## src/rtl/adc_fmt_defines.svh

```systemverilog
`ifndef ADC_FMT_DEFINES_SVH
`define ADC_FMT_DEFINES_SVH
// Register byte addresses.
`define ADDR_CTRL        12'h000
`define ADDR_RESULT_HIGH 12'h004
`define ADDR_RESULT_LOW  12'h008
`define ADDR_STATUS      12'h00C
`define ADDR_RESULT_WORD 12'h010
`define ADDR_DATA_IN     12'h014
// Control register fields.
`define CTRL_OSR_LSB     2
`define CTRL_NELC_LSB    5
`define CTRL_CBIAS_LSB   8
`define CTRL_ABIAS_LSB   10
`define CTRL_ENABLE_BIT  12
`define CTRL_RESET       32'h0000_0F00
// Result codes and limits.
`define CODE_POS_FULL    16'h7FFF
`define CODE_NEG_FULL    16'h8000
`define RES_MAX_BITS     5'd16
`define OSR_BASE_EXP     4'd3
`define RATE_Q_KHZ_BASE  10'd125
`endif

```

## src/rtl/adc_fmt_pkg.sv

```systemverilog
`default_nettype none
package adc_fmt_pkg;
  typedef enum logic [1:0] {
    ST_IDLE = 2'b00,
    ST_CONV = 2'b01,
    ST_DONE = 2'b11
  } conv_state_t;
endpackage
`default_nettype wire

```

## src/rtl/adc_result_format_and_bias.sv

```systemverilog
// Register access over APB and the address map were left to the implementer.
`timescale 1ns/1ps
`default_nettype none
`include "adc_fmt_defines.svh"
module adc_result_format_and_bias
  #(parameter int RAW_W = 20)
  (
  // Clock and reset
  input  wire logic               ref_clk,
  input  wire logic               rst_n,
  // APB slave
  input  wire logic               psel,
  input  wire logic               penable,
  input  wire logic               pwrite,
  input  wire logic [11:0]        paddr,
  input  wire logic [31:0]        pwdata,
  output logic      [31:0]        prdata,
  output logic                    pready,
  output logic                    pslverr,
  // Modulator side: raw signed accumulator with a done strobe
  input  wire logic               raw_valid,
  input  wire logic [RAW_W-1:0]   raw_value,
  // Analog controls and result flag
  output logic                    chain_enable,
  output logic [1:0]              converter_bias_select,
  output logic [1:0]              amplifier_bias_select,
  output logic [2:0]              oversampling_select,
  output logic [1:0]              elementary_count_select,
  output logic                    result_ready
  );
  import adc_fmt_pkg::*;

  // ==========================================================
  // Helper functions
  // ==========================================================
  // Effective resolution in bits, limited by the width of the result.
  function automatic logic [4:0] resolution(input logic [2:0] osr_sel,
                                            input logic [1:0] nelc_sel);
    logic [5:0] n;
    n = 6'(2 * (`OSR_BASE_EXP + osr_sel)) + 6'(nelc_sel);
    if (n > 6'(`RES_MAX_BITS))
      resolution = `RES_MAX_BITS;
    else
      resolution = n[4:0];
  endfunction

  // Highest allowed sampling rate per bias code, in half-kHz steps, so
  // that the lowest limit stays a whole number.
  function automatic logic [9:0] rate_khz_x2(input logic [1:0] b);
    rate_khz_x2 = `RATE_Q_KHZ_BASE << b;
  endfunction

  // The accumulator is wider than the result, so anything beyond the
  // two full-scale codes is clamped rather than wrapped; a wrapped code
  // would flip sign and look like a reading at the far end of the range.
  function automatic logic [15:0] saturate(input logic [RAW_W-1:0] v);
    logic signed [RAW_W-1:0] s;
    s = $signed(v);
    if (s > $signed(RAW_W'($signed(`CODE_POS_FULL))))
      saturate = `CODE_POS_FULL;
    else if (s < $signed({{(RAW_W-15){1'b1}}, 15'h0000}))
      saturate = `CODE_NEG_FULL;
    else
      saturate = v[15:0];
  endfunction

  // Bits below the effective resolution carry no information; a fixed
  // one-then-zeros pattern places the code in the middle of its step.
  function automatic logic [15:0] force_lsbs(input logic [15:0] code,
                                             input logic [4:0] n);
    logic [15:0] keep;
    logic [15:0] pat;
    logic [4:0]  k;
    k = `RES_MAX_BITS - n;
    keep = 16'hFFFF << k;
    pat = (k == 5'd0) ? 16'h0000 : (16'h0001 << (k - 5'd1));
    force_lsbs = (code & keep) | pat;
  endfunction

  // ==========================================================
  // Control register
  // ==========================================================
  logic [31:0] ctrl_q;
  logic [31:0] ctrl_d;
  logic        wr_en;
  logic        rd_en;

  // Reads are decoded in the setup phase, so prdata is already held in
  // its flop when the access phase is sampled and no wait state is needed.
  assign wr_en = psel && penable && pwrite;
  assign rd_en = psel && !penable && !pwrite;

  // Unused control bits are stored and read back as written, which keeps
  // the register a plain store for software.
  always_comb
  begin
    ctrl_d = ctrl_q;
    if (wr_en && paddr == `ADDR_CTRL)
      ctrl_d = pwdata;
  end

  always_ff @(posedge ref_clk or negedge rst_n)
  begin
    if (!rst_n)
      ctrl_q <= `CTRL_RESET;
    else
      ctrl_q <= ctrl_d;
  end

  // ==========================================================
  // Control field decode
  // ==========================================================
  logic [2:0] osr_sel;
  logic [1:0] nelc_sel;
  logic [1:0] cbias;
  logic [1:0] abias;
  logic       en;
  assign osr_sel  = ctrl_q[`CTRL_OSR_LSB +: 3];
  assign nelc_sel = ctrl_q[`CTRL_NELC_LSB +: 2];
  assign cbias    = ctrl_q[`CTRL_CBIAS_LSB +: 2];
  assign abias    = ctrl_q[`CTRL_ABIAS_LSB +: 2];
  assign en       = ctrl_q[`CTRL_ENABLE_BIT];

  // ==========================================================
  // Result capture
  // ==========================================================
  // The word is latched as a whole at conversion end so a byte pair
  // read between conversions always belongs to one conversion.
  conv_state_t state_q;
  conv_state_t state_d;
  logic [15:0] result_q;
  logic [15:0] result_d;
  logic        fresh_q;
  logic        fresh_d;

  always_comb
  begin
    state_d  = state_q;
    result_d = result_q;
    fresh_d  = fresh_q;
    case (state_q)
      ST_IDLE:
        if (en)
          state_d = ST_CONV;
      ST_CONV:
        if (!en)
          state_d = ST_IDLE;
        else if (raw_valid)
          state_d = ST_DONE;
      // One cycle in DONE ignores the strobe, so two strobes back to
      // back cannot replace the word before it has been seen.
      ST_DONE:
        state_d = en ? ST_CONV : ST_IDLE;
      default:
        state_d = ST_IDLE;
    endcase
    // A capture in the same cycle as a low-byte read keeps the flag set,
    // so a fresh result is never reported as already read.
    if (state_q == ST_CONV && en && raw_valid)
    begin
      result_d = force_lsbs(saturate(raw_value),
                            resolution(osr_sel, nelc_sel));
      fresh_d  = 1'b1;
    end
    else if (rd_en && paddr == `ADDR_RESULT_LOW)
      fresh_d = 1'b0;
  end

  always_ff @(posedge ref_clk or negedge rst_n)
  begin
    if (!rst_n)
    begin
      state_q  <= ST_IDLE;
      result_q <= 16'h0000;
      fresh_q  <= 1'b0;
    end
    else
    begin
      state_q  <= state_d;
      result_q <= result_d;
      fresh_q  <= fresh_d;
    end
  end

  // ==========================================================
  // APB read path and outputs
  // ==========================================================
  logic [31:0] rdata_d;
  logic        err_d;
  logic [9:0]  lim;

  // Status shows the slower of the two bias limits, which is the rate
  // software must stay under whatever the other setting allows.
  function automatic logic [9:0] slower_limit(input logic [1:0] b0,
                                              input logic [1:0] b1);
    logic [9:0] r0;
    logic [9:0] r1;
    r0 = rate_khz_x2(b0);
    r1 = rate_khz_x2(b1);
    slower_limit = (r0 < r1) ? r0 : r1;
  endfunction

  assign lim = slower_limit(cbias, abias);

  // A write to anything but the control word is refused in its setup
  // phase, and the error is held through the access phase it belongs to.
  always_comb
  begin
    rdata_d = prdata;
    err_d   = 1'b0;
    if (rd_en)
    begin
      case (paddr)
        `ADDR_CTRL:        rdata_d = ctrl_q;
        `ADDR_RESULT_HIGH: rdata_d = {24'h00_0000, result_q[15:8]};
        `ADDR_RESULT_LOW:  rdata_d = {24'h00_0000, result_q[7:0]};
        `ADDR_RESULT_WORD: rdata_d = {16'h0000, result_q};
        `ADDR_STATUS:
          rdata_d = {11'h000,
                     resolution(osr_sel, nelc_sel),
                     lim,
                     3'h0,
                     fresh_q,
                     state_q};
        default:
        begin
          rdata_d = 32'h0000_0000;
          err_d   = 1'b1;
        end
      endcase
    end
    else if (psel && !penable && pwrite)
      err_d = (paddr != `ADDR_CTRL);
    else if (psel && penable)
      err_d = pslverr;
  end

  // ==========================================================
  // Output next values
  // ==========================================================
  // The analog controls follow the control word as it will stand after
  // this edge, so they move on the same edge as the write itself.
  logic       ready_d;
  logic       chain_enable_d;
  logic [1:0] cbias_out_d;
  logic [1:0] abias_out_d;
  logic [2:0] osr_out_d;
  logic [1:0] nelc_out_d;
  logic       result_ready_d;

  always_comb
  begin
    ready_d        = 1'b1;
    chain_enable_d = ctrl_d[`CTRL_ENABLE_BIT];
    cbias_out_d    = ctrl_d[`CTRL_CBIAS_LSB +: 2];
    abias_out_d    = ctrl_d[`CTRL_ABIAS_LSB +: 2];
    osr_out_d      = ctrl_d[`CTRL_OSR_LSB +: 3];
    nelc_out_d     = ctrl_d[`CTRL_NELC_LSB +: 2];
    result_ready_d = fresh_d;
  end

  // Outputs reset to shutdown with the lowest codes; the first edge
  // after release copies the control word in.
  always_ff @(posedge ref_clk or negedge rst_n)
  begin
    if (!rst_n)
    begin
      prdata                  <= 32'h0000_0000;
      pslverr                 <= 1'b0;
      pready                  <= 1'b1;
      chain_enable            <= 1'b0;
      converter_bias_select   <= 2'b00;
      amplifier_bias_select   <= 2'b00;
      oversampling_select     <= 3'b000;
      elementary_count_select <= 2'b00;
      result_ready            <= 1'b0;
    end
    else
    begin
      prdata                  <= rdata_d;
      pslverr                 <= err_d;
      pready                  <= ready_d;
      chain_enable            <= chain_enable_d;
      converter_bias_select   <= cbias_out_d;
      amplifier_bias_select   <= abias_out_d;
      oversampling_select     <= osr_out_d;
      elementary_count_select <= nelc_out_d;
      result_ready            <= result_ready_d;
    end
  end
endmodule // adc_result_format_and_bias
`default_nettype wire

```

## config.mk

```make
export PLATFORM = sky130hd
export DESIGN_NAME = adc_result_format_and_bias
export DESIGN_NICKNAME = d
export VERILOG_FILES = /design/src/rtl/adc_fmt_pkg.sv /design/src/rtl/adc_result_format_and_bias.sv
export VERILOG_INCLUDE_DIRS = /design/src /design/src/rtl
export SDC_FILE = /design/constraint.sdc
export NUM_CORES = 1
export LEC_CHECK = 0
export ABC_AREA = 1
export ABC_CLOCK_PERIOD_IN_PS = 3800
export BUFFER_PORTS_ARGS = -buffer_cell sky130_fd_sc_hd__buf_4
export CORE_MARGIN = 8
export CORE_UTILIZATION = 45
export CTS_CLUSTER_SIZE = 40
export DETAILED_ROUTE_END_ITERATION = 10
export PLACE_DENSITY = 0.68
export SLEW_MARGIN = 20
export SYNTH_ARGS = -nofsm -noshare
export SYNTH_HDL_FRONTEND = slang
export SYNTH_SLANG_ARGS = --single-unit
```

## constraint.sdc

```tcl
create_clock -name ref_clk -period 3.8 [get_ports ref_clk]
set_input_delay 0 -clock ref_clk [delete_from_list [all_inputs] [get_ports ref_clk]]
set_output_delay 0 -clock ref_clk [all_outputs]
set_load 0.03 [all_outputs]
```

# [Word-level counts from Yosys, hierarchy flattened]
# Index checks and enable logic that the tools add are counted.
[word_totals] register_bits=94 inputBits=70
[op_classes] addsub=4 order_cmp=4 n_eq_ne=9 shifts=4 n_mux=20 bitwise=2 reduce_logical=18
[ops] cell="32-bit one-hot mux with 5 select lines" n=1
[ops] cell="16-bit two-way mux" n=4
[ops] cell="12-bit by 4-bit equality test with 1-bit output (second input constant)" n=2
[ops] cell="20-bit by 16-bit greater-than comparator with 1-bit output (second input constant)" n=1
[ops] cell="20-bit by 16-bit < comparator with 1-bit output (second input constant)" n=1
[ops] cell="7-bit by 2-bit << shifter with 10-bit output (first input constant)" n=2
[ops] cell="16-bit bitwise AND" n=1
[ops] cell="16-bit OR" n=1
[ops] cell="1-bit by 5-bit << shifter with 16-bit output (first input constant)" n=1
[ops] cell="16-bit by 5-bit << shifter with 16-bit output (first input constant)" n=1
[ops] cell="13-bit two-way mux" n=1
[ops] cell="12-bit by 3-bit equality test with 1-bit output (second input constant)" n=1
[ops] cell="12-bit by 5-bit equality test with 1-bit output (second input constant)" n=1
[ops] cell="12-bit zero test" n=1
[ops] cell="12-bit nonzero test" n=1
[ops] cell="10-bit < comparator" n=1
[ops] cell="10-bit two-way mux" n=1
[ops] cell="5-bit two-way mux" n=2
[ops] cell="1-bit logical AND" n=9
[ops] cell="1-bit two-way mux" n=7
[ops] cell="5-bit by 2-bit adder with 6-bit output" n=1
[ops] cell="6-bit by 5-bit greater-than comparator with 1-bit output (second input constant)" n=1
[ops] cell="2-bit two-way mux" n=3
[ops] cell="2-bit one-hot mux with 3 select lines" n=1
[ops] cell="other kinds (14)" n=15

# [Depth between registers and ports, before layout]
# Gate-level depths: netlist of the first run.
[depth] word_depth=10 depth_mapped=22 ltp_nobuf=22

# [Worst setup path after synthesis of the first run]
# OpenSTA, ideal clock, no wires.
[synth_timing] path_kind="reg-to-reg" from="reg oversampling_select[0] (netlist name)" to="reg result_q[7]" setup_ns=0.120 t_arrival_ns=2.895 required_time_ns=3.680 setup_slack_ns=0.785 path_stages_with_launch=20 path_buffers=1 cell_sequence="dfrtp_1 inv_1 ha_1 inv_1 ha_1 o21ai_0 nor2_4 nor2_4 inv_1 o21ai_0 nand2_1 ha_1 inv_1 o21ai_0 nand2_4 inv_4 nand2_4 buf_12 nand3b_2 a21oi_2"
[synth_rtl] item="end signal: assignment" line_no="adc_result_format_and_bias.sv:180" source="result_q <= result_d;"
[synth_rtl] item="end: declaration" line_no="adc_result_format_and_bias.sv:131" source="logic [15:0] result_q;"

==> impl_metrics.prom, run 1 <==
# TYPE chip_impl_metric gauge
chip_impl_info{name="run_status",value="finished, final reports clean"} 1
chip_impl_metric{name="clkSlewWorstSetupHoldPaths",unit="ps"} 70
chip_impl_metric{name="max_clock_freq",unit="GHz"} 0.295
chip_impl_metric{name="pin_count",unit=""} 115
chip_impl_metric{name="floorplan.die_area",unit="sq um"} 14900
chip_impl_metric{name="grt_pass1_vias",unit=""} 4752
chip_impl_metric{name="synthesis.area",unit="sq um"} 5080
chip_impl_info{name="grt_setup_unrepaired",value="no"} 1
chip_impl_metric{name="post_synth_net_total",unit=""} 705
chip_impl_metric{name="drt-initial-drc-count",unit=""} 396
chip_impl_metric{name="design.final.nets",unit=""} 838
chip_impl_metric{name="p_leak",unit="nW"} 3.42
chip_impl_metric{name="critical_path_depth",unit=""} 20
chip_impl_info{name="critical_path.slowest_cell",value="dfrtp_1"} 1
chip_impl_metric{name="finalWeightedCongestion",unit=""} 0.936
chip_impl_metric{name="warning_count_from_the_yosys_run",unit=""} 0
chip_impl_metric{name="maxSlewViolCount",unit=""} 0
chip_impl_metric{name="setup_tns_after_final_layout",unit="ps"} 0
chip_impl_metric{name="finalClockSkew",unit="ps"} 8.09
chip_impl_metric{name="maximum_level_of_the_cts_h_tree",unit=""} 3
chip_impl_metric{name="tritonroute_pass_1_iters",unit=""} 5
chip_impl_metric{name="synthesis.instances",unit=""} 620
chip_impl_metric{name="cts-root-to-sink-buffers",unit=""} 2
chip_impl_metric{name="synth_enable_flop_cells",unit=""} 0
chip_impl_info{name="worst_setup_path_start_kind",value="flop"} 1
chip_impl_info{name="synth_largest_area_cell",value="dfrtp_1"} 1
chip_impl_metric{name="wire_length_of_the_first_global_routing_pass",unit="microns"} 24200
chip_impl_metric{name="row_count",unit=""} 39
chip_impl_metric{name="largest_net_degree_at_the_start_of_global_routing",unit=""} 89
chip_impl_metric{name="chip_width",unit="microns"} 122
chip_impl_metric{name="setup-violations-final",unit=""} 0
chip_impl_metric{name="insertion_delay_of_the_later_clocked_pin_in_the_worst_skew_pair",unit="ps"} 350
chip_impl_metric{name="placement.io_buffers",unit=""} 113
chip_impl_info{name="tritoncts_clock_tree",value="done"} 1
chip_impl_info{name="path_class",value="flop to flop"} 1
chip_impl_metric{name="worst-endpoint-arrival",unit="ps"} 3630
chip_impl_metric{name="design.core.area",unit="sq um"} 11200
chip_impl_metric{name="grt_remaining_overflow",unit=""} 0
chip_impl_metric{name="peakVddDrop",unit="mV"} 0.277
chip_impl_metric{name="wirelength",unit="microns"} 14900
chip_impl_metric{name="worstRegToRegCells",unit=""} 20
chip_impl_metric{name="slew-limit-headroom",unit=""} 0.384
chip_impl_metric{name="hold_ws",unit="ps"} 29.4
chip_impl_metric{name="synth_top_area_frac",unit=""} 0.414
chip_impl_metric{name="track_usage",unit=""} 0.202
chip_impl_metric{name="syn_area_per_cell",unit="sq um"} 8.19
chip_impl_metric{name="tightest_slew",unit="ps"} 920
chip_impl_metric{name="antenna_found_initial",unit=""} 0
chip_impl_metric{name="final.min_clock_period",unit="ps"} 3390
chip_impl_metric{name="critPathRequiredTime",unit="ps"} 4040
chip_impl_metric{name="synth_async_sr_flop_share",unit=""} 1.00
chip_impl_metric{name="path_buf_inv",unit=""} 5
chip_impl_info{name="clock_tree.root_cell",value="clkbuf_16"} 1
chip_impl_metric{name="routed_wl_per_cell",unit="microns"} 16.5
chip_impl_metric{name="power_density",unit="nW/um^2"} 316
chip_impl_metric{name="place.detailed.hpwl",unit="microns"} 10900
chip_impl_info{name="synth.area.top_cells",value="dfrtp_1, nor2_1, nand2_1, inv_1, a21oi_1"} 1
chip_impl_metric{name="synth-seq-cells",unit=""} 88
chip_impl_metric{name="synthDistinctLibCells",unit=""} 43
chip_impl_info{name="synth.cells.most_frequent",value="nor2_1, nand2_1, dfrtp_1"} 1
chip_impl_metric{name="antenna-diode-count",unit=""} 0
chip_impl_metric{name="final-hold-violation-count",unit=""} 0
chip_impl_metric{name="final_min_period_over_clock_period",unit=""} 0.891
chip_impl_metric{name="maxCapViolCount",unit=""} 0
chip_impl_info{name="worstHoldPathType",value="primary input to flop"} 1
chip_impl_metric{name="hold-path-cell-count",unit=""} 4
chip_impl_metric{name="route.antenna.remaining_nets",unit=""} 0
chip_impl_metric{name="die_height",unit="microns"} 122
chip_impl_metric{name="detail_route.vias_per_cell",unit=""} 5.22
chip_impl_info{name="critical_path.cell_chain",value="inv_1, ha_1, inv_1, ha_1, o21ai_0, nor2_4, nor2_4, inv_1, o21ai_0, nand2_1, ha_2, inv_1, o21ai_0, nand2_4, inv_4, nand2_4, nand3_1, nand2_1, nand2_1, nand2_1"} 1
chip_impl_metric{name="vias",unit=""} 4700
chip_impl_metric{name="layoutNonFillerInstCount",unit=""} 901
chip_impl_info{name="worst_setup_path_end_kind",value="flop"} 1
chip_impl_info{name="ys_dominant_reg_cell",value="dfrtp_1"} 1
chip_impl_info{name="path_delay_family",value="simple AND/OR/NAND/NOR gates"} 1
chip_impl_metric{name="post-place-cells",unit=""} 848
chip_impl_metric{name="tritoncts.num_buffers",unit=""} 9
chip_impl_info{name="cell_with_the_most_instances_after_synthesis",value="nor2_1"} 1
chip_impl_metric{name="initial_utilization",unit=""} 0.453
chip_impl_metric{name="worstPathMaxFanout",unit=""} 12
chip_impl_metric{name="synth-seq-area-share",unit=""} 0.434
chip_impl_metric{name="syn_to_final_growth",unit="%"} 31.0
chip_impl_metric{name="worst_path_largest_cell_delay",unit="ps"} 400
chip_impl_metric{name="drive_above_1_share",unit=""} 0.257
chip_impl_metric{name="cts_num_sinks",unit=""} 88
chip_impl_metric{name="drc",unit=""} 0
## final cells by class
cell class,instances,area [sq um]
Fill cell,1024,4570
Multi-Input combinational cell,425,2410
Sequential cell,88,2210
Timing Repair Buffer,154,1260
Inverter,75,284
Clock buffer,10,239
Tap cell,143,179
Clock inverter,6,67.6
## worst min-delay path: stages
cell and delay [ps]:
buf_4 100, nor2_1 50, inv_1 100, o31ai_1 90
## kinds of logic after synthesis
| family | synth area share |
|---|---|
| compound gates | 0.160 |
| xor+xnor | 0.00320 |
| fa+ha+maj | 0.0369 |
| buf+inv | 0.0941 |
| flops | 0.434 |
| mux | 0.0177 |
| other cells | 0.000738 |
| simple gates | 0.253 |
## timing repair
item | 4_1_cts | 5_1_grt
endpoints found under the hold margin | 122 | 0
setup buffers | 0 | 0
gates resized for setup | 0 | 2
hold buffers | 37 | 0
endpoints found under the setup margin | 0 | 11
## layout by cell type (no fill, tap or decap), types with 8 or more instances in the layout
cell type      instances
a22o_1                 8
mux2_2                 8
a21oi_2               10
buf_4                115
ha_1                  14
clkbuf_16              9
inv_1                 71
nor3_1                13
nand3_2                8
dfrtp_1               84
nand3_1               30
nor2_1                93
o31ai_1               13
nand2_1               92
a21oi_1               39
o21ai_0               35
dlygate4sd3_1         37
nand2_2                8
## worst paths after layout
kind	slack, ps	from	endpoint
max	410	oversampling_select[0]	result_q[0]
max reg2reg	410	oversampling_select[0]	result_q[0]
min in group asynchronous	310	rst_n	converter_bias_select[0]
min reg2reg	480	prdata[14]	prdata[14]
max in group asynchronous	2980	rst_n	ctrl_q[23]
min	30	penable	prdata[5]
## flip-flops by register name (all words and copies together) (netlist names)
| register | flops |
|---|---|
| state_q | 2 |
| pslverr | 1 |
| ctrl_q | 29 |
| result_q | 16 |
| result_ready | 1 |
| converter_bias_select | 2 |
| prdata | 32 |
| elementary_count_select | 1 |
| oversampling_select | 2 |
| amplifier_bias_select | 2 |
## layer usage
layer  share of wire  up-vias  GRT usage  wire length (microns)
met5               0        -          0                      0
met4           0.024        0     0.0739                    361
met3           0.068       24     0.0377                   1010
met2            0.47      180      0.335                   7010
met1            0.44     2180      0.259                   6500
li1                -     2316          -                      -
## power by group
part	leakage [nW]	internal (mW)	switching, mW
clock	0.145	0.529	0.378
sequential	1.04	0.964	0.0185
combinational	2.24	0.105	0.110
## stage by stage
| step | utilization | area (sq um) | power [mW] | setup WS [ps] |
|---|---|---|---|---|
| global route | 0.593 | 6650 | 2.19 | 60.2 |
| floorplan | - | 5080 | 1.08 | 785 |
| finish | 0.593 | 6650 | 2.11 | 413 |
| detailed placement | 0.531 | 5960 | 1.18 | 281 |
| global placement | 0.531 | 5960 | 1.18 | 425 |
| CTS | 0.591 | 6630 | 2.12 | 261 |
(Power assumes the default switching activity.)
==> run 2: changes to the inputs <==
--- a/config.mk
+++ b/config.mk
@@ -13,7 +13,9 @@
 export CORE_UTILIZATION = 45
 export CTS_CLUSTER_SIZE = 40
 export DETAILED_ROUTE_END_ITERATION = 10
+export GPL_ROUTABILITY_DRIVEN = 1
 export PLACE_DENSITY = 0.68
+export RECOVER_POWER = 25
 export SLEW_MARGIN = 20
 export SYNTH_ARGS = -nofsm -noshare
 export SYNTH_HDL_FRONTEND = slang
==> impl_metrics.prom, run 2 (same netlist as run 1, synthesis figures left out) <==
# TYPE chip_impl_metric gauge
chip_impl_metric{name="pin_count",unit=""} 115
chip_impl_metric{name="syn_to_final_growth",unit="%"} 27.7
chip_impl_info{name="layout_commonest_cell",value="nor2_1"} 1
chip_impl_metric{name="hold_ws",unit="ps"} 25.6
chip_impl_metric{name="cts_num_sinks",unit=""} 88
chip_impl_info{name="grt_setup_unrepaired",value="no"} 1
chip_impl_info{name="run_status",value="finished with violations"} 1
chip_impl_metric{name="worst-endpoint-arrival",unit="ps"} 3630
chip_impl_info{name="hold_start",value="penable"} 1
chip_impl_metric{name="maximum_level_of_the_cts_h_tree",unit=""} 3
chip_impl_metric{name="antenna-diode-count",unit=""} 0
chip_impl_metric{name="final.min_clock_period",unit="ps"} 3400
chip_impl_info{name="biggestRegsByFlops",value="prdata (32), ctrl_q (29), result_q (16)"} 1
chip_impl_metric{name="initial_utilization",unit=""} 0.453
chip_impl_metric{name="maxCapViolCount",unit=""} 1
chip_impl_metric{name="post-layout-total-power",unit="mW"} 2.11
chip_impl_metric{name="die_height",unit="microns"} 122
chip_impl_metric{name="largest_net_degree_at_the_start_of_global_routing",unit=""} 89
chip_impl_info{name="critical_path.cell_chain",value="inv_1, ha_1, inv_1, ha_1, o21ai_0, nor2_4, nor2_4, inv_1, o21ai_0, nand2_1, ha_2, inv_1, o21ai_0, nand2_4, inv_4, nand2_4, nand3_1, nand2_1, nand2_1, nand2_1"} 1
chip_impl_info{name="critical_path.reg2reg.endpoint",value="result_q[0]"} 1
chip_impl_metric{name="tritonroute_pass_1_iters",unit=""} 5
chip_impl_metric{name="final_min_period_over_clock_period",unit=""} 0.893
chip_impl_metric{name="drt-initial-drc-count",unit=""} 399
chip_impl_info{name="path_delay_family",value="simple AND/OR/NAND/NOR gates"} 1
chip_impl_metric{name="final-hold-violation-count",unit=""} 0
chip_impl_metric{name="chip_width",unit="microns"} 122
chip_impl_metric{name="routed_wl_per_cell",unit="microns"} 16.6
chip_impl_metric{name="place_worst_setup_slack",unit="ps"} 281
chip_impl_metric{name="design.core.area",unit="sq um"} 11200
chip_impl_metric{name="worstPathMaxFanout",unit=""} 12
chip_impl_metric{name="critPathRequiredTime",unit="ps"} 4040
chip_impl_metric{name="grt_pass1_vias",unit=""} 4752
chip_impl_metric{name="grt_remaining_overflow",unit=""} 0
chip_impl_metric{name="hold-path-cell-count",unit=""} 4
chip_impl_metric{name="design.final.nets",unit=""} 838
chip_impl_metric{name="cts_setup_buffers",unit=""} 0
chip_impl_metric{name="vias",unit=""} 4715
chip_impl_metric{name="track_usage",unit=""} 0.202
chip_impl_info{name="path_class",value="flop to flop"} 1
chip_impl_metric{name="worst_path_largest_cell_delay",unit="ps"} 400
chip_impl_metric{name="place.detailed.hpwl",unit="microns"} 10900
chip_impl_metric{name="floorplan.die_area",unit="sq um"} 14900
chip_impl_metric{name="wire_length_of_the_first_global_routing_pass",unit="microns"} 24200
chip_impl_metric{name="placement.io_buffers",unit=""} 113
chip_impl_metric{name="p_leak",unit="nW"} 3.25
chip_impl_metric{name="antenna_found_initial",unit=""} 0
chip_impl_info{name="most_frequent_cells_in_the_layout",value="nor2_1, nand2_1, dfrtp_1, buf_4, inv_1"} 1
chip_impl_info{name="tritoncts_clock_tree",value="done"} 1
chip_impl_info{name="clock_tree.root_cell",value="clkbuf_16"} 1
chip_impl_metric{name="max_clock_freq",unit="GHz"} 0.295
chip_impl_info{name="worstHoldPathType",value="primary input to flop"} 1
chip_impl_metric{name="detail_route.vias_per_cell",unit=""} 5.23
chip_impl_metric{name="path_buf_inv",unit=""} 5
chip_impl_metric{name="route.antenna.remaining_nets",unit=""} 0
chip_impl_metric{name="slew-limit-headroom",unit=""} -0.447
chip_impl_metric{name="power_density",unit="nW/um^2"} 325
chip_impl_metric{name="row_count",unit=""} 39
chip_impl_metric{name="cts-root-to-sink-buffers",unit=""} 2
chip_impl_metric{name="r2r_slack",unit="ps"} 400
chip_impl_metric{name="postLayoutSetupSlackWorst",unit="ps"} 405
chip_impl_metric{name="insertion_delay_of_the_later_clocked_pin_in_the_worst_skew_pair",unit="ps"} 340
chip_impl_metric{name="worstRegToRegCells",unit=""} 20
chip_impl_info{name="worst_setup_path_end_kind",value="flop"} 1
chip_impl_metric{name="tightest_slew",unit="ps"} 2170
chip_impl_metric{name="peakVddDrop",unit="mV"} 0.277
chip_impl_metric{name="largest_register_ff_count",unit=""} 32
chip_impl_info{name="r2r_start",value="oversampling_select[0]"} 1
chip_impl_info{name="worst_setup_path_start_kind",value="flop"} 1
chip_impl_info{name="timing.hold.worst_endpoint",value="prdata[5]"} 1
chip_impl_metric{name="tritoncts.num_buffers",unit=""} 9
chip_impl_metric{name="wirelength",unit="microns"} 15000
chip_impl_metric{name="clkSlewWorstSetupHoldPaths",unit="ps"} 60
chip_impl_metric{name="finalClockSkew",unit="ps"} 4.52
chip_impl_metric{name="setup-violations-final",unit=""} 0
chip_impl_info{name="violations",value="capacitance limit, slew limit"} 1
chip_impl_info{name="critical_path.slowest_cell",value="dfrtp_1"} 1
chip_impl_metric{name="drive_above_1_share",unit=""} 0.202
chip_impl_metric{name="maxSlewViolCount",unit=""} 89
chip_impl_metric{name="critical_path_depth",unit=""} 20
chip_impl_metric{name="drc",unit=""} 0
chip_impl_metric{name="finalWeightedCongestion",unit=""} 0.936
chip_impl_info{name="registers.top_by_ff_count",value="prdata"} 1
chip_impl_metric{name="setup_tns_after_final_layout",unit="ps"} 0
-- run 2: timing repair --
item	4_1_cts	5_1_grt
gates resized for setup	0	2
endpoints found under the hold margin	122	0
setup endpoints to repair	0	11
hold buffers	37	0
-- run 2: how the worst max path moves through the flow --
| stage | slack (ps) | to | from |
|---|---|---|---|
| after floorplan | 780 | result_q[7] | oversampling_select[0] |
| after global placement | 420 | result_q[0] | oversampling_select[0] |
| after detailed placement | 280 | result_q[0] | oversampling_select[0] |
| after CTS | 260 | result_q[0] | oversampling_select[0] |
| after global routing | 60 | result_q[0] | oversampling_select[0] |
| final | 400 | result_q[0] | oversampling_select[0] |
-- run 2: area by class of cell --
type / instances / area [sq um]
Clock buffer: 10 / 239
Clock inverter: 6 / 67.6
Fill cell: 1080 / 4730
Inverter: 75 / 284
Multi-Input combinational cell: 425 / 2410
Sequential cell: 88 / 2210
Tap cell: 143 / 179
Timing Repair Buffer: 154 / 1100
-- run 2: metal layers --
layer | GRT usage | up-vias | part of all wire
met5 | 0 | - | 0
met4 | 0.0739 | 0 | 0.020
met3 | 0.0377 | 19 | 0.074
met2 | 0.335 | 190 | 0.47
met1 | 0.259 | 2189 | 0.43
li1 | - | 2317 | -
-- run 2: power by group --
part,internal [mW],switching [mW]
sequential,0.964,0.0188
clock,0.530,0.381
combinational,0.103,0.110
-- run 2: worst register-to-register path, cell delays in order (launching register included) --
cell	delay, ps
dfrtp_1	400
inv_1	130
ha_1	260
inv_1	70
ha_1	210
o21ai_0	160
nor2_4	200
nor2_4	80
inv_1	100
o21ai_0	120
nand2_1	190
ha_2	270
inv_1	90
o21ai_0	290
nand2_4	180
inv_4	120
nand2_4	140
nand3_1	120
nand2_1	50
nand2_1	60
nand2_1	60
-- run 2: metrics by stage --
stage	instances	util	cell area (sq um)
6_report	901	0.578	6490
5_1_grt	901	0.578	6490
4_1_cts	901	0.591	6630
3_5_place_dp	848	0.531	5960
2_1_floorplan	620	-	5080
3_3_place_gp	848	0.531	5960
==> run 3: changes to the inputs <==
--- a/config.mk
+++ b/config.mk
@@ -9,6 +9,7 @@
 export ABC_AREA = 1
 export ABC_CLOCK_PERIOD_IN_PS = 3800
 export BUFFER_PORTS_ARGS = -buffer_cell sky130_fd_sc_hd__buf_4
+export CORE_ASPECT_RATIO = 1.4
 export CORE_MARGIN = 8
 export CORE_UTILIZATION = 45
 export CTS_CLUSTER_SIZE = 40
==> constraint.sdc (replaced) <==
create_clock -name ref_clk -period 3.8 [get_ports ref_clk]
set_input_delay 0.57 -clock ref_clk [delete_from_list [all_inputs] [get_ports ref_clk]]
set_output_delay 0.57 -clock ref_clk [all_outputs]
set_load 0.03 [all_outputs]
==> impl_metrics.prom, run 3 (same netlist as run 1, synthesis figures left out) <==
# TYPE chip_impl_metric gauge
chip_impl_info{name="worst_setup_path_end_kind",value="flop"} 1
chip_impl_metric{name="design.core.area",unit="sq um"} 11200
chip_impl_metric{name="route.antenna.remaining_nets",unit=""} 0
chip_impl_metric{name="wire_length_of_the_first_global_routing_pass",unit="microns"} 23900
chip_impl_info{name="critical_path.cell_chain",value="inv_1, ha_1, inv_1, ha_1, o21ai_0, nor2_4, nor2_4, inv_1, o21ai_0, nand2_1, ha_2, inv_1, nand2_1, nand2_1, nor2_2, nand3_4, nand3_1, nand2_1, nand2_1, nand2_1"} 1
chip_impl_info{name="violations",value="capacitance limit, slew limit"} 1
chip_impl_metric{name="grt_remaining_overflow",unit=""} 0
chip_impl_metric{name="seq_power_share",unit=""} 0.465
chip_impl_metric{name="final-hold-violation-count",unit=""} 0
chip_impl_metric{name="final_min_period_over_clock_period",unit=""} 0.911
chip_impl_metric{name="wirelength",unit="microns"} 14600
chip_impl_metric{name="post-layout-total-power",unit="mW"} 2.11
chip_impl_metric{name="track_usage",unit=""} 0.198
chip_impl_metric{name="peakVddDrop",unit="mV"} 0.229
chip_impl_metric{name="drive_above_1_share",unit=""} 0.269
chip_impl_metric{name="postLayoutCoreUtil",unit=""} 0.562
chip_impl_info{name="worstHoldPathType",value="primary input to flop"} 1
chip_impl_metric{name="maxCapViolCount",unit=""} 1
chip_impl_metric{name="cts-root-to-sink-buffers",unit=""} 2
chip_impl_metric{name="setup-violations-final",unit=""} 0
chip_impl_metric{name="combinational_group_share_of_total_power",unit=""} 0.087
chip_impl_metric{name="tightest_slew",unit="ps"} 2130
chip_impl_metric{name="antenna-diode-count",unit=""} 0
chip_impl_info{name="run_status",value="finished with violations"} 1
chip_impl_metric{name="chip_width",unit="microns"} 106
chip_impl_metric{name="final.min_clock_period",unit="ps"} 3460
chip_impl_metric{name="finalWeightedCongestion",unit=""} 0.978
chip_impl_metric{name="pin_count",unit=""} 115
chip_impl_metric{name="place_worst_setup_slack",unit="ps"} 242
chip_impl_metric{name="floorplan.die_area",unit="sq um"} 15000
chip_impl_metric{name="largest_register_ff_count",unit=""} 32
chip_impl_metric{name="p_leak",unit="nW"} 3.27
chip_impl_metric{name="largest_net_degree_at_the_start_of_global_routing",unit=""} 89
chip_impl_metric{name="max_clock_freq",unit="GHz"} 0.289
chip_impl_metric{name="cts_num_sinks",unit=""} 88
chip_impl_metric{name="tritoncts.num_buffers",unit=""} 9
chip_impl_metric{name="maxSlewViolCount",unit=""} 89
chip_impl_metric{name="intPower",unit="mW"} 1.62
chip_impl_info{name="tritoncts_clock_tree",value="done"} 1
chip_impl_metric{name="finalClockSkew",unit="ps"} 4.31
chip_impl_metric{name="insertion_delay_of_the_later_clocked_pin_in_the_worst_skew_pair",unit="ps"} 340
chip_impl_info{name="layout_commonest_cell",value="buf_4"} 1
chip_impl_metric{name="drt-initial-drc-count",unit=""} 280
chip_impl_info{name="path_delay_family",value="simple AND/OR/NAND/NOR gates"} 1
chip_impl_metric{name="antenna_found_initial",unit=""} 0
chip_impl_metric{name="routed_wl_per_cell",unit="microns"} 16.9
chip_impl_metric{name="slew-limit-headroom",unit=""} -0.422
chip_impl_info{name="most_frequent_cells_in_the_layout",value="buf_4, nor2_1, nand2_1, dfrtp_1, inv_1"} 1
chip_impl_metric{name="drc",unit=""} 0
chip_impl_metric{name="postLayoutSetupSlackWorst",unit="ps"} 340
chip_impl_metric{name="place.detailed.hpwl",unit="microns"} 11100
chip_impl_metric{name="worst-endpoint-arrival",unit="ps"} 3690
chip_impl_metric{name="placement.io_buffers",unit=""} 113
chip_impl_metric{name="path_buf_inv",unit=""} 4
chip_impl_metric{name="tritonroute_pass_1_iters",unit=""} 6
chip_impl_info{name="registers.top_by_ff_count",value="prdata"} 1
chip_impl_info{name="critical-path-top-cell-by-count",value="nand2_1"} 1
chip_impl_metric{name="syn_to_final_growth",unit="%"} 23.6
chip_impl_metric{name="die_height",unit="microns"} 142
chip_impl_metric{name="power_density",unit="nW/um^2"} 336
chip_impl_metric{name="detail_route.vias_per_cell",unit=""} 5.41
chip_impl_info{name="worst_setup_path_start_kind",value="flop"} 1
chip_impl_metric{name="grt_pass1_vias",unit=""} 4775
chip_impl_metric{name="maximum_level_of_the_cts_h_tree",unit=""} 3
chip_impl_info{name="critical_path.slowest_cell",value="dfrtp_1"} 1
chip_impl_metric{name="power.clock.fraction",unit=""} 0.449
chip_impl_info{name="path_class",value="flop to flop"} 1
chip_impl_info{name="grt_setup_unrepaired",value="no"} 1
chip_impl_metric{name="design.final.nets",unit=""} 801
chip_impl_metric{name="vias",unit=""} 4674
chip_impl_metric{name="worstPathMaxFanout",unit=""} 12
chip_impl_metric{name="proportion_of_total_power_due_to_net_switching",unit=""} 0.233
chip_impl_metric{name="initial_utilization",unit=""} 0.455
chip_impl_metric{name="hold_ws",unit="ps"} 458
chip_impl_metric{name="row_count",unit=""} 46
chip_impl_metric{name="setup_tns_after_final_layout",unit="ps"} 0
chip_impl_metric{name="worst_path_largest_cell_delay",unit="ps"} 390
chip_impl_metric{name="netSwitchingPower",unit="mW"} 0.493
chip_impl_metric{name="critPathRequiredTime",unit="ps"} 4030
chip_impl_info{name="clock_tree.root_cell",value="clkbuf_16"} 1
chip_impl_info{name="biggestRegsByFlops",value="prdata (32), ctrl_q (29), result_q (16)"} 1
chip_impl_metric{name="clkSlewWorstSetupHoldPaths",unit="ps"} 60
[run 3: worst reg2reg max path: stages, from the launching register on]
cell and delay, ps:
dfrtp_1 390, inv_1 110, ha_1 320, inv_1 60, ha_1 210, o21ai_0 170
nor2_4 210, nor2_4 80, inv_1 100, o21ai_0 120, nand2_1 200, ha_2 280
inv_1 90, nand2_1 70, nand2_1 170, nor2_2 220, nand3_4 230, nand3_1 140
nand2_1 60, nand2_1 60, nand2_1 60
[run 3: cell type report]
| type | count | area, sq um |
|---|---|---|
| fillers | 1038 | 4890 |
| inverters | 75 | 284 |
| clock inverters | 6 | 95.1 |
| clock buffers | 9 | 225 |
| repair buffers | 117 | 876 |
| multi-input cells | 425 | 2410 |
| flip-flops and latches | 88 | 2210 |
| well taps | 144 | 180 |
[run 3: stage by stage]
stage / std cells / cell area, sq um
after CTS: 864 / 6260
after floorplan: 620 / 5080
after global placement: 849 / 5940
after global routing: 864 / 6280
after detailed placement: 849 / 5940
final: 864 / 6280
[run 3: path summary, 6_finish.rpt]
kind / startpoint / to / slack (ps) / depth (start not counted)
setup / recovery: oversampling_select[0] / result_q[0] / 340 / 20
hold / removal: pwdata[18] / ctrl_q[18] / 460 / 2
setup reg to reg: oversampling_select[0] / result_q[0] / 340 / 20
hold reg to reg: prdata[26] / prdata[26] / 480 / 2
max in group asynchronous: rst_n / state_q[1] / 1700 / 1
min in group asynchronous: rst_n / ctrl_q[24] / 850 / 1
[run 3: timing repair]
item / in CTS / in global routing
endpoints found under the hold margin: 0 / 0
resized for setup: 0 / 3
endpoints found under the setup margin: 0 / 12
hold buffers: 0 / 0
buffers inserted: 0 / 0
[run 3: routing by layer]
metal,routed length (microns),vias to the layer above,GRT usage
li1,-,2245,-
met1,5750,2212,0.225
met2,7400,175,0.336
met3,877,42,0.0440
met4,601,0,0.108
met5,0,-,0
[run 3: power by group through the flow]
stage               clock network [mW]  logic (mW)  registers, mW
finish                           0.948       0.183          0.982
global route                     0.997       0.206          0.984
CTS                              0.962       0.185          0.982
detailed placement                   0       0.184          0.998
global placement                     0       0.180          0.998
floorplan                            0      0.0843          0.995
